--- src/logic/motion_cfg.svh ---
`ifndef MOTION_CFG_SVH
`define MOTION_CFG_SVH
// Command bytes
`define CMD_LOAD_TRAJ   8'h1F
`define CMD_START       8'h01
`define CMD_LOAD_FILT   8'h1E
`define CMD_COMMIT_FILT 8'h04
`define CMD_INT_MASK    8'h1C
`define CMD_INT_CLEAR   8'h1D
`define CMD_ARM_INDEX   8'h03
`define CMD_RD_INDEX    8'h09
`define CMD_ERR_FLAG    8'h1B
`define CMD_ERR_STOP    8'h1A
`define CMD_BP_ABS      8'h20
`define CMD_BP_REL      8'h21
`define CMD_RD_SIGNALS  8'h0C
`define CMD_RD_DES_POS  8'h08
`define CMD_RD_ACT_POS  8'h0A
`define CMD_RD_DES_VEL  8'h07
`define CMD_RD_ACT_VEL  8'h0B
`define CMD_RD_INTEGRAL 8'h0D
// Trajectory control word fields
`define TCW_POS_REL     0
`define TCW_POS_LOAD    1
`define TCW_VEL_REL     2
`define TCW_VEL_LOAD    3
`define TCW_ACC_REL     4
`define TCW_ACC_LOAD    5
`define TCW_MOTOR_OFF   8
// Status byte and signals word fields
`define ST_MOTOR_OFF    7
`define SIG_TRAJ_DONE   10
`define SIG_HOST_INT    15
`define STATUS_RESET    8'h84
// Synchroniser idle value: index, select, strobes high
`define PIN_IDLE        13'h1F00
// Derivative interval step in clock periods
`define DERIV_STEP_CYCLES 2048
`endif

--- src/logic/motion_pkg.sv ---
package motion_pkg;
	typedef enum logic {CMD_WAIT, WORD_WAIT} cmd_phase_t;

	typedef struct packed {
		logic [12:0] s1;
		logic [12:0] s2;
		logic [12:0] s3;
		logic [12:0] stable;
		logic [12:0] prev;
	} pin_sync_t;

	typedef struct packed {
		cmd_phase_t  phase;
		logic [7:0]  cmd;
		logic        hi_done;
		logic [7:0]  hi_byte;
		logic [3:0]  words_left;
		logic [3:0]  word_idx;
		logic        busy;
		logic [15:0] tcw_buf;
		logic [31:0] acc_buf;
		logic [31:0] vel_buf;
		logic [31:0] pos_buf;
		logic        acc_new;
		logic [15:0] tcw_w;
		logic [31:0] acc_w;
		logic [31:0] vel_w;
		logic [31:0] pos_w;
		logic        start_p;
		logic [3:0]  fsel;
		logic [7:0]  dint_b;
		logic [15:0] kp_b;
		logic [15:0] ki_b;
		logic [15:0] kd_b;
		logic [15:0] il_b;
		logic [7:0]  dint_w;
		logic [15:0] kp_w;
		logic [15:0] ki_w;
		logic [15:0] kd_w;
		logic [15:0] il_w;
		logic [19:0] dcnt;
		logic        dtick;
		logic [6:1]  flags;
		logic [6:1]  mask;
		logic        motor_off;
		logic        traj_done;
		logic        host_int;
		logic        idx_armed;
		logic [31:0] idx_pos;
		logic [15:0] err_lim;
		logic        err_en;
		logic        err_stop;
		logic [31:0] bp_pos;
		logic        bp_en;
		logic [17:0] isum;
		logic [31:0] rbuf;
		logic [7:0]  out_byte;
	} core_state_t;
endpackage : motion_pkg

--- src/logic/host_link_if.sv ---
`timescale 1ns/100ps
interface host_link_if;
	logic       cmd_strobe;
	logic       data_strobe;
	logic [7:0] byte_val;
	logic       rd_advance;
	logic       read_status;
	logic       drive;
	logic       index_edge;
	modport front (output cmd_strobe, data_strobe, byte_val, rd_advance,
		read_status, drive, index_edge);
	modport core (input cmd_strobe, data_strobe, byte_val, rd_advance,
		read_status, drive, index_edge);
endinterface : host_link_if

--- src/logic/host_pin_front.sv ---
`timescale 1ns/100ps
`include "motion_cfg.svh"
module host_pin_front
	import motion_pkg::*;
(
	// Clock and reset
	input  wire logic       core_clk,
	input  wire logic       rst_b,
	// Raw pins
	input  wire logic       cs_n,
	input  wire logic       rd_n,
	input  wire logic       wr_n,
	input  wire logic       port_select_n,
	input  wire logic       index_n,
	input  wire logic [7:0] data_in,
	// Decoded events
	host_link_if.front      link
);
	pin_sync_t s_r;
	pin_sync_t s_nxt;
	logic [12:0] agree;

	////////////////////////////////////////////////////////////////////
	// Three-stage capture; a change counts once stages two and three agree
	always_comb begin
		s_nxt = s_r;
		agree = ~(s_r.s2 ^ s_r.s3);
		s_nxt.s1 = {index_n, port_select_n, cs_n, rd_n, wr_n, data_in};
		s_nxt.s2 = s_r.s1;
		s_nxt.s3 = s_r.s2;
		s_nxt.stable = (agree & s_r.s3) | (~agree & s_r.stable);
		s_nxt.prev = s_r.stable;
	end

	always_ff @(posedge core_clk or negedge rst_b) begin
		if (!rst_b) begin
			s_r <= '{s1: `PIN_IDLE, s2: `PIN_IDLE, s3: `PIN_IDLE,
				stable: `PIN_IDLE, prev: `PIN_IDLE};
		end else begin
			s_r <= s_nxt;
		end
	end

	////////////////////////////////////////////////////////////////////
	// Byte taken on the trailing edge of write, data still held then
	assign link.cmd_strobe  = ~s_r.prev[8] & s_r.stable[8] &
		~s_r.prev[10] & ~s_r.prev[11];
	assign link.data_strobe = ~s_r.prev[8] & s_r.stable[8] &
		~s_r.prev[10] & s_r.prev[11];
	assign link.byte_val    = s_r.prev[7:0];
	assign link.rd_advance  = ~s_r.prev[9] & s_r.stable[9] &
		~s_r.prev[10] & s_r.prev[11];
	assign link.read_status = ~s_r.stable[10] & ~s_r.stable[9] &
		~s_r.stable[11];
	assign link.drive       = ~s_r.stable[10] & ~s_r.stable[9];
	assign link.index_edge  = s_r.prev[12] & ~s_r.stable[12];
endmodule : host_pin_front

--- src/logic/motion_host_command_interface.sv ---
// Summary of operation
// - Trajectory words follow: acceleration, velocity, position
// - Each word sent high byte then low
// - Start commits buffered trajectory and begins move
// - Changed acceleration with drive on and move not done: error, ignored
// - Filter high byte sets derivative interval steps
// - Filter low nibble selects which values follow
// - Filter values apply only on commit command
// - Integral clamped to limit; read returns magnitude
// - Status: busy, six events, motor off
// - Mask pair enables flags onto host interrupt
// - Clear pair: zero bit clears matching flag
// - Armed index latches position, sets bit 3
// - Error limit sets bit 5, optionally stops
// - Breakpoint sets bit 6; relative adds target
// - Events set bits 1, 2 and 4
// - Masked flags still visible in status
// - Status read directly by select and read low
// - Signals word: armed index, done, interrupt
// - Desired and actual position reads, 32 bits
// - Desired velocity 32 bits, actual 16 bits
`timescale 1ns/100ps
`include "motion_cfg.svh"
module motion_host_command_interface
	import motion_pkg::*;
#(
	parameter int DERIV_STEP = `DERIV_STEP_CYCLES
)(
	// Clock and reset
	input  wire logic        core_clk,
	input  wire logic        rst_b,
	// Host port
	input  wire logic        cs_n,
	input  wire logic        rd_n,
	input  wire logic        wr_n,
	input  wire logic        port_select_n,
	input  wire logic [7:0]  data_in,
	output logic [7:0]       data_out,
	output logic             data_oe,
	output logic             host_int,
	// Encoder index pin
	input  wire logic        index_n,
	// Loop values from motion core
	input  wire logic [31:0] desired_position,
	input  wire logic [31:0] actual_position,
	input  wire logic [31:0] desired_velocity,
	input  wire logic [15:0] actual_velocity,
	input  wire logic        traj_done_in,
	input  wire logic        wrap_in,
	input  wire logic        err_sample_valid,
	input  wire logic [15:0] err_sample,
	// Working trajectory
	output logic [31:0]      acc_work,
	output logic [31:0]      vel_work,
	output logic [31:0]      pos_work,
	output logic [15:0]      traj_ctrl_work,
	output logic             start_pulse,
	output logic             motor_off,
	// Working filter
	output logic [15:0]      proportional_gain,
	output logic [15:0]      integral_gain,
	output logic [15:0]      derivative_gain,
	output logic [15:0]      integration_limit,
	output logic             deriv_tick,
	output logic [15:0]      integral_sum
);
	host_link_if hl();

	host_pin_front u_front (
		.core_clk      (core_clk),
		.rst_b         (rst_b),
		.cs_n          (cs_n),
		.rd_n          (rd_n),
		.wr_n          (wr_n),
		.port_select_n (port_select_n),
		.index_n       (index_n),
		.data_in       (data_in),
		.link          (hl.front)
	);

	core_state_t s_r;
	core_state_t s_nxt;
	logic [15:0] word;
	logic [3:0]  w;
	logic [3:0]  a2;
	logic [3:0]  v2;
	logic [7:0]  status_byte;
	logic [15:0] signals_word;
	logic [31:0] poserr;
	logic [31:0] poserr_mag;
	logic [17:0] isum_t;
	logic [17:0] il_ext;
	logic [19:0] dend;
	logic        accel_block;

	function automatic logic [1:0] filter_slot(input logic [3:0] sel,
		input logic [3:0] idx);
		logic [3:0] cnt;
		logic [1:0] slot;
		cnt = 4'h0;
		slot = 2'h0;
		for (int b = 3; b >= 0; b--) begin
			if (sel[b]) begin
				if (cnt == idx)
					slot = 2'(3 - b);
				cnt = cnt + 4'h1;
			end
		end
		return slot;
	endfunction : filter_slot

	assign status_byte = {s_r.motor_off, s_r.flags, s_r.busy};
	assign signals_word = {s_r.host_int, 4'h0, s_r.traj_done, 2'h0,
		status_byte[7:1], s_r.idx_armed};
	assign poserr = desired_position - actual_position;
	assign poserr_mag = poserr[31] ? (32'h0 - poserr) : poserr;
	assign il_ext = {2'h0, s_r.il_w};
	assign dend = 20'(({12'h0, s_r.dint_w} + 20'h1) * DERIV_STEP - 1);
	assign accel_block = s_r.acc_new & ~s_r.motor_off & ~s_r.traj_done;

	////////////////////////////////////////////////////////////////////
	// Next-state logic
	always_comb begin
		s_nxt = s_r;
		word = {s_r.hi_byte, hl.byte_val};
		w = s_r.word_idx - 4'h1;
		a2 = s_r.tcw_buf[`TCW_ACC_LOAD] ? 4'h2 : 4'h0;
		v2 = s_r.tcw_buf[`TCW_VEL_LOAD] ? 4'h2 : 4'h0;
		isum_t = 18'h0;
		s_nxt.start_p = 1'b0;
		s_nxt.dtick = 1'b0;
		s_nxt.busy = hl.cmd_strobe | hl.data_strobe;
		if (hl.rd_advance)
			s_nxt.rbuf = {s_r.rbuf[23:0], 8'h00};

		if (hl.cmd_strobe) begin
			s_nxt.cmd = hl.byte_val;
			s_nxt.hi_done = 1'b0;
			s_nxt.word_idx = 4'h0;
			s_nxt.words_left = 4'h1;
			s_nxt.phase = CMD_WAIT;
			case (hl.byte_val)
				`CMD_LOAD_TRAJ, `CMD_LOAD_FILT, `CMD_INT_MASK,
				`CMD_INT_CLEAR, `CMD_ERR_FLAG, `CMD_ERR_STOP: begin
					s_nxt.phase = WORD_WAIT;
				end
				`CMD_BP_ABS, `CMD_BP_REL: begin
					s_nxt.phase = WORD_WAIT;
					s_nxt.words_left = 4'h2;
				end
				`CMD_START: begin
					if (accel_block) begin
						s_nxt.flags[1] = 1'b1;
					end else begin
						if (s_r.tcw_buf[`TCW_ACC_LOAD])
							s_nxt.acc_w = s_r.tcw_buf[`TCW_ACC_REL] ?
								s_r.acc_w + s_r.acc_buf : s_r.acc_buf;
						if (s_r.tcw_buf[`TCW_VEL_LOAD])
							s_nxt.vel_w = s_r.tcw_buf[`TCW_VEL_REL] ?
								s_r.vel_w + s_r.vel_buf : s_r.vel_buf;
						if (s_r.tcw_buf[`TCW_POS_LOAD])
							s_nxt.pos_w = s_r.tcw_buf[`TCW_POS_REL] ?
								s_r.pos_w + s_r.pos_buf : s_r.pos_buf;
						s_nxt.tcw_w = s_r.tcw_buf;
						s_nxt.tcw_buf[5:0] = 6'h00;
						s_nxt.motor_off = s_r.tcw_buf[`TCW_MOTOR_OFF];
						s_nxt.traj_done = 1'b0;
						s_nxt.acc_new = 1'b0;
						s_nxt.start_p = 1'b1;
					end
				end
				`CMD_COMMIT_FILT: begin
					s_nxt.kp_w = s_r.kp_b;
					s_nxt.ki_w = s_r.ki_b;
					s_nxt.kd_w = s_r.kd_b;
					s_nxt.il_w = s_r.il_b;
					s_nxt.dint_w = s_r.dint_b;
				end
				`CMD_ARM_INDEX: s_nxt.idx_armed = 1'b1;
				`CMD_RD_INDEX:  s_nxt.rbuf = s_r.idx_pos;
				`CMD_RD_SIGNALS: s_nxt.rbuf = {signals_word, 16'h0};
				`CMD_RD_DES_POS: s_nxt.rbuf = desired_position;
				`CMD_RD_ACT_POS: s_nxt.rbuf = actual_position;
				`CMD_RD_DES_VEL: s_nxt.rbuf = desired_velocity;
				`CMD_RD_ACT_VEL: s_nxt.rbuf = {actual_velocity, 16'h0};
				`CMD_RD_INTEGRAL: begin
					s_nxt.rbuf = {integral_sum, 16'h0};
				end
				default: s_nxt.flags[1] = 1'b1;
			endcase
		end else if (hl.data_strobe && s_r.phase == WORD_WAIT) begin
			if (!s_r.hi_done) begin
				s_nxt.hi_byte = hl.byte_val;
				s_nxt.hi_done = 1'b1;
			end else begin
				s_nxt.hi_done = 1'b0;
				s_nxt.word_idx = s_r.word_idx + 4'h1;
				s_nxt.words_left = s_r.words_left - 4'h1;
				w = s_r.word_idx - 4'h1;
				case (s_r.cmd)
					`CMD_LOAD_TRAJ: begin
						if (s_r.word_idx == 4'h0) begin
							s_nxt.tcw_buf = word;
							s_nxt.words_left = 4'(({3'h0, word[5]} +
								{3'h0, word[3]} + {3'h0, word[1]}) << 1);
						end else if (w < a2) begin
							s_nxt.acc_new = 1'b1;
							if (!w[0]) s_nxt.acc_buf[31:16] = word;
							else s_nxt.acc_buf[15:0] = word;
						end else if (w < a2 + v2) begin
							if (!w[0]) s_nxt.vel_buf[31:16] = word;
							else s_nxt.vel_buf[15:0] = word;
						end else begin
							if (!w[0]) s_nxt.pos_buf[31:16] = word;
							else s_nxt.pos_buf[15:0] = word;
						end
					end
					`CMD_LOAD_FILT: begin
						if (s_r.word_idx == 4'h0) begin
							s_nxt.dint_b = word[15:8];
							s_nxt.fsel = word[3:0];
							s_nxt.words_left = {3'h0, word[3]} +
								{3'h0, word[2]} + {3'h0, word[1]} +
								{3'h0, word[0]};
						end else begin
							case (filter_slot(s_r.fsel, w))
								2'h0: s_nxt.kp_b = word;
								2'h1: s_nxt.ki_b = word;
								2'h2: s_nxt.kd_b = word;
								default: s_nxt.il_b = word;
							endcase
						end
					end
					`CMD_INT_MASK: s_nxt.mask = word[6:1];
					`CMD_INT_CLEAR: begin
						s_nxt.flags = s_r.flags & word[6:1];
					end
					`CMD_ERR_FLAG, `CMD_ERR_STOP: begin
						s_nxt.err_lim = word;
						s_nxt.err_en = 1'b1;
						s_nxt.err_stop = (s_r.cmd == `CMD_ERR_STOP);
					end
					default: begin
						if (s_r.word_idx == 4'h0) begin
							s_nxt.bp_pos[31:16] = word;
						end else begin
							s_nxt.bp_pos = {s_r.bp_pos[31:16], word};
							if (s_r.cmd == `CMD_BP_REL)
								s_nxt.bp_pos = s_r.pos_w +
									{s_r.bp_pos[31:16], word};
							s_nxt.bp_en = 1'b1;
						end
					end
				endcase
				if (s_nxt.words_left == 4'h0)
					s_nxt.phase = CMD_WAIT;
			end
		end

		// Events after clears, so a coinciding event is not lost
		if (traj_done_in) begin
			s_nxt.traj_done = 1'b1;
			s_nxt.flags[2] = 1'b1;
		end
		if (wrap_in)
			s_nxt.flags[4] = 1'b1;
		if (s_r.idx_armed && hl.index_edge) begin
			s_nxt.idx_pos = actual_position;
			s_nxt.flags[3] = 1'b1;
			s_nxt.idx_armed = 1'b0;
		end
		if (s_r.err_en && poserr_mag > {16'h0, s_r.err_lim}) begin
			s_nxt.flags[5] = 1'b1;
			s_nxt.err_en = 1'b0;
			if (s_r.err_stop)
				s_nxt.motor_off = 1'b1;
		end
		if (s_r.bp_en && actual_position == s_r.bp_pos) begin
			s_nxt.flags[6] = 1'b1;
			s_nxt.bp_en = 1'b0;
		end

		// Integral accumulator, clamped both ways to the working limit
		if (err_sample_valid) begin
			isum_t = s_r.isum + {{2{err_sample[15]}}, err_sample};
			if ($signed(isum_t) > $signed(il_ext))
				isum_t = il_ext;
			else if ($signed(isum_t) < -$signed(il_ext))
				isum_t = 18'h0 - il_ext;
			s_nxt.isum = isum_t;
		end

		// Derivative interval counter
		if (s_r.dcnt >= dend) begin
			s_nxt.dcnt = 20'h0;
			s_nxt.dtick = 1'b1;
		end else begin
			s_nxt.dcnt = s_r.dcnt + 20'h1;
		end

		s_nxt.host_int = |(s_nxt.flags & s_nxt.mask);
		s_nxt.out_byte = hl.read_status ? status_byte :
			s_nxt.rbuf[31:24];
	end

	always_ff @(posedge core_clk or negedge rst_b) begin
		if (!rst_b) begin
			s_r <= '{flags: 6'(`STATUS_RESET >> 1),
				motor_off: 1'b1, traj_done: 1'b1, phase: CMD_WAIT,
				default: '0};
		end else begin
			s_r <= s_nxt;
		end
	end

	////////////////////////////////////////////////////////////////////
	// Outputs
	assign data_out          = s_r.out_byte;
	assign data_oe           = hl.drive;
	assign host_int          = s_r.host_int;
	assign acc_work          = s_r.acc_w;
	assign vel_work          = s_r.vel_w;
	assign pos_work          = s_r.pos_w;
	assign traj_ctrl_work    = s_r.tcw_w;
	assign start_pulse       = s_r.start_p;
	assign motor_off         = s_r.motor_off;
	assign proportional_gain = s_r.kp_w;
	assign integral_gain     = s_r.ki_w;
	assign derivative_gain   = s_r.kd_w;
	assign integration_limit = s_r.il_w;
	assign deriv_tick        = s_r.dtick;
	assign integral_sum      = s_r.isum[17] ? 16'(18'h0 - s_r.isum) :
		s_r.isum[15:0];
endmodule : motion_host_command_interface

--- config.mk ---
export PLATFORM = sky130hd
export DESIGN_NAME = motion_host_command_interface
export DESIGN_NICKNAME = d
export VERILOG_FILES = /design/src/logic/motion_pkg.sv /design/src/logic/host_link_if.sv /design/src/logic/host_pin_front.sv /design/src/logic/motion_host_command_interface.sv
export VERILOG_INCLUDE_DIRS = /design/src /design/src/logic
export SDC_FILE = /design/constraint.sdc
export NUM_CORES = 2
export LEC_CHECK = 0
export BUFFER_PORTS_ARGS = -buffer_cell sky130_fd_sc_hd__buf_4
export CORE_AREA = 5 5 260 262
export CTS_CLUSTER_SIZE = 12
export DETAILED_ROUTE_END_ITERATION = 8
export DIE_AREA = 0 0 265 267
export PLACE_DENSITY = 0.87
export SLEW_MARGIN = 5
export SYNTH_ARGS = -nofsm -noshare
export SYNTH_HDL_FRONTEND = slang
export SYNTH_HIERARCHICAL = 1
export SYNTH_SLANG_ARGS = --single-unit
export TNS_END_PERCENT = 10
--- constraint.sdc ---
create_clock -name core_clk -period 9.7 [get_ports core_clk]
set_clock_uncertainty 0.1 [all_clocks]
set_input_delay 1.455 -clock core_clk [delete_from_list [all_inputs] [get_ports core_clk]]
set_output_delay 1.455 -clock core_clk [all_outputs]
set_load 0.05 [all_outputs]
==> out/metrics.csv <==
stage,metric,value,unit
sta,Final Hold Vio Count,0,
placed_design,GPL Wtd Cong,0.974,
yosys,"Distinct cells, synth",100,
yosys,ys flop type,dfrtp_1,
job,max cap viols,0,
layout,Area growth syn-to-layout,10.9,%
setup_path,CP cell instances,buf_4 > inv_1 > ha_1 > a21o_1 > or3_4 > o211a_1 > o21ai_0 > a21oi_1 > o211a_1 > nand2_1 > o21ai_0 > ha_1 > nor2b_1 > o21a_1 > o21a_1 > o211ai_1 > a21boi_0 > o21a_1 > o21ai_0 > a31oi_1 > or3_1 > a211oi_1 > or3b_4 > a31o_1,
detailed_routing,initial DRC count,3263,
layout,share of layout cells above drive strength 1,21.0,%
yosys,Synthesized Nets,4592,
yosys,area share of the largest cell type after synthesis,38.0,%
pwr,Max VDD drop,0.164,mV
placed_design,dpl hpwl,86700,um
cts,CTS Buf Count,71,
die,Horiz. Die Dim,265,um
die,core region area,65200,sq um
die,Initial Utilization,62.3,%
worst_hold_path,Hold Crit Class,reg2reg,
setup_path,arrival time worst endpoint,6640,ps
yosys,"FF+latch count, synth",644,
yosys,largest cells by area after synthesis,"dfrtp_1 (38%), mux2_2 (8.5%), ha_1 (7.6%)",
yosys,asr flop ratio synth,100,%
yosys,most numerous cell in the Yosys netlist,dfrtp_1,
yosys,mapped cell area,40600,sq um
cts,post-CTS setup buffers,0,
detailed_routing,total vias in the final route,33100,
sta,"Min Clock Period, post-route",6190,ps
detailed_routing,DRT antenna net count,0,
sta,fmax,161,MHz
setup_path,critical path's slowest cell,or3b_4,
setup_path,Worst setup SP type,input port,
setup_path,critical-path maximum fanout,10,
pwr,total power,8.14,mW
cts,CTS Buffer Depth,3,
detailed_routing,Total Wirelength,120000,um
detailed_routing,DR WL/cell,23.0,um
die,I/O pin count,351,
cts,clk root buf,clkbuf_16,
cts,Resized cells post-CTS,0,
detailed_routing,Pre-antenna DRT Iters,8,
yosys,proportion of synthesized chip area in sequential cells,39.8,%
sta,RSZ-0062 raised after global routing,no,
cts,htree depth,3,
setup_path,Critical Path RT,10140,ps
pwr,Leak,21.8,nW
setup_path,critical path type,in2reg,
layout,NumNets Final,4710,
cts,worst skew pair latency,620,ps
global_route,Total GRT Usage,33.2,%
yosys,Mapped Cells,4190,
global_route,initial antenna violation count,2,
global_route,first-pass GRT wire length,186000,um
setup_path,CP peak stage delay,430,ps
sta,Worst Tran Pin Value,1190,ps
die,Die ar.,70800,sq um
yosys,Syn Area/Cell,9.69,sq um
yosys,number of synthesized flops with an enable pin,0,
cts,CTS tree,yes,
pwr,Cell Pwr Density,181,nW/um^2
placed_design,I/O Buffers,350,
placed_design,Placed Cells,5099,
cts,Num Clock Sinks,644,
yosys,Synth warnings,6,
yosys,Post-synth top cells,"dfrtp_1 (616), nand2_1 (360), mux2_2 (305), o21ai_0 (271), a21oi_1 (254)",
detailed_routing,Post-route DRC,0,
sta,Tcrit/Tclk final,63.8,%
setup_path,CP endpoint kind,register,
yosys,Synth area leader,dfrtp_1,
cts,clock-pin slew on the worst setup and hold paths,60,ps
detailed_routing,Avg Vias per Cell,6.33,
global_route,pin count of the biggest net entering global routing,150,
sta,setup TNS,0,ps
global_route,GRT overflow,0,
cts,cts hold-fix bufs,0,
layout,"Core Util, Final",69.1,%
sta,Final setup viols,0,
sta,Slew HR,19.6,%
global_route,vias in the first global route,32600,
die,chip height,267,um
sta,Max Slew Vio Count,0,
die,num rows,94,
status,status,"complete, no violations",
layout,"non-filler cells, final",5226,
-- routing by layer --
layer,up-vias,GRT usage [%],wire (um)
met5,-,0,0
met4,0,13.5,5460
met3,284,6.31,10200
met2,1378,54.3,56400
met1,16300,43.9,48300
li1,15100,-,-
-- worst max-delay path: cells and delay by family --
family | cells | cell delay (ps)
adders and majority gates | 2 | 660
AOI/OAI and AO/OA | 15 | 2980
and+or+nand+nor | 5 | 1410
buffers and inverters | 2 | 140
-- registers in the layout, indices dropped and copies added, names as in the netlist, named ones only --
signal	count
s_r	391
acc_work	32
pos_work	32
vel_work	32
u_front/s_nxt	26
u_front/s_r	18
derivative_gain	16
integral_gain	16
integration_limit	16
proportional_gain	16
traj_ctrl_work	16
data_out	8
u_front/link.byte_val	8
deriv_tick	1
host_int	1
motor_off	1
start_pulse	1
-- metrics by stage --
step / worst slack, ps / area (sq um) / hold slack, ps
after floorplan: 3360 / 40600 / 231
after global routing: 3140 / 45000 / 262
after CTS: 3600 / 45000 / 249
after global placement: 3030 / 42800 / 233
final: 3510 / 45000 / 249
after detailed placement: 2970 / 42800 / 236
-- cell families (layout without fill, tap and decap cells) --
logic type | Yosys count | after routing | share of synthesized area (%)
fa+ha+maj | 269 | 269 | 8.40
compound gates | 1034 | 1034 | 16.4
flops | 644 | 644 | 39.8
mux | 400 | 400 | 10.8
simple gates | 1072 | 1072 | 12.7
buf+inv | 531 | 702 | 6.72
xor+xnor | 240 | 240 | 5.18
other cells | 0 | 1 | 0
-- power by group --
part           leakage [nW]  total [mW]  internal, mW  switching (mW)
sequential             8.53        3.04          2.87           0.175
combinational          12.2        2.46         0.938            1.52
clock                  1.10        2.64          1.52            1.12
total                  21.8        8.14          5.32            2.82
-- worst paths after layout --
| kind | startpoint | end | slack, ps | cells past startpoint |
|---|---|---|---|---|
| max | actual_position[6] | motor_off | 3510 | 24 |
| min | u_front/s_nxt[43] | u_front/s_nxt[30] | 250 | 0 |
| max reg2reg | s_r[40] | s_r[43] | 3950 | 19 |
| min reg2reg | u_front/s_nxt[43] | u_front/s_nxt[30] | 250 | 0 |
| max in group asynchronous | rst_b | s_r[14] | 6680 | 3 |
| min in group asynchronous | rst_b | s_r[485] | 780 | 1 |
-- final cells by class --
cell class / count / area [sq um]
fillers: 4958 / 20100
repair buffers: 410 / 3120
diodes: 1 / 2.50
clock inverters: 15 / 166
clock buffers: 111 / 2090
flip-flops and latches: 644 / 16200
inverters: 166 / 623
well taps: 864 / 1080
multi-input cells: 3015 / 21800
-- cell usage in the layout, fill, tap and decap left out, types with 18 or more instances in the layout --
cell type and n:
a211oi_1 50, a21boi_0 18, a21o_1 99, a21oi_1 254, a222oi_1 35, a31oi_1 39
and2_1 20, and3_1 45, buf_4 406, clkbuf_1 26, clkbuf_16 73, dfrtp_1 616
dfstp_2 28, ha_1 248, inv_1 164, mux2_2 305, mux2i_1 95, nand2_1 359
nand2b_1 40, nand3_1 78, nand4_1 40, nor2_1 244, nor2b_1 46, nor3_1 67
nor4_1 19, o211ai_1 20, o21a_1 49, o21ai_0 270, o21bai_1 20, o31ai_1 20
or2_2 22, or3_1 27, xnor2_1 162, xor2_1 78
Power figures use the tool's default switching activity.
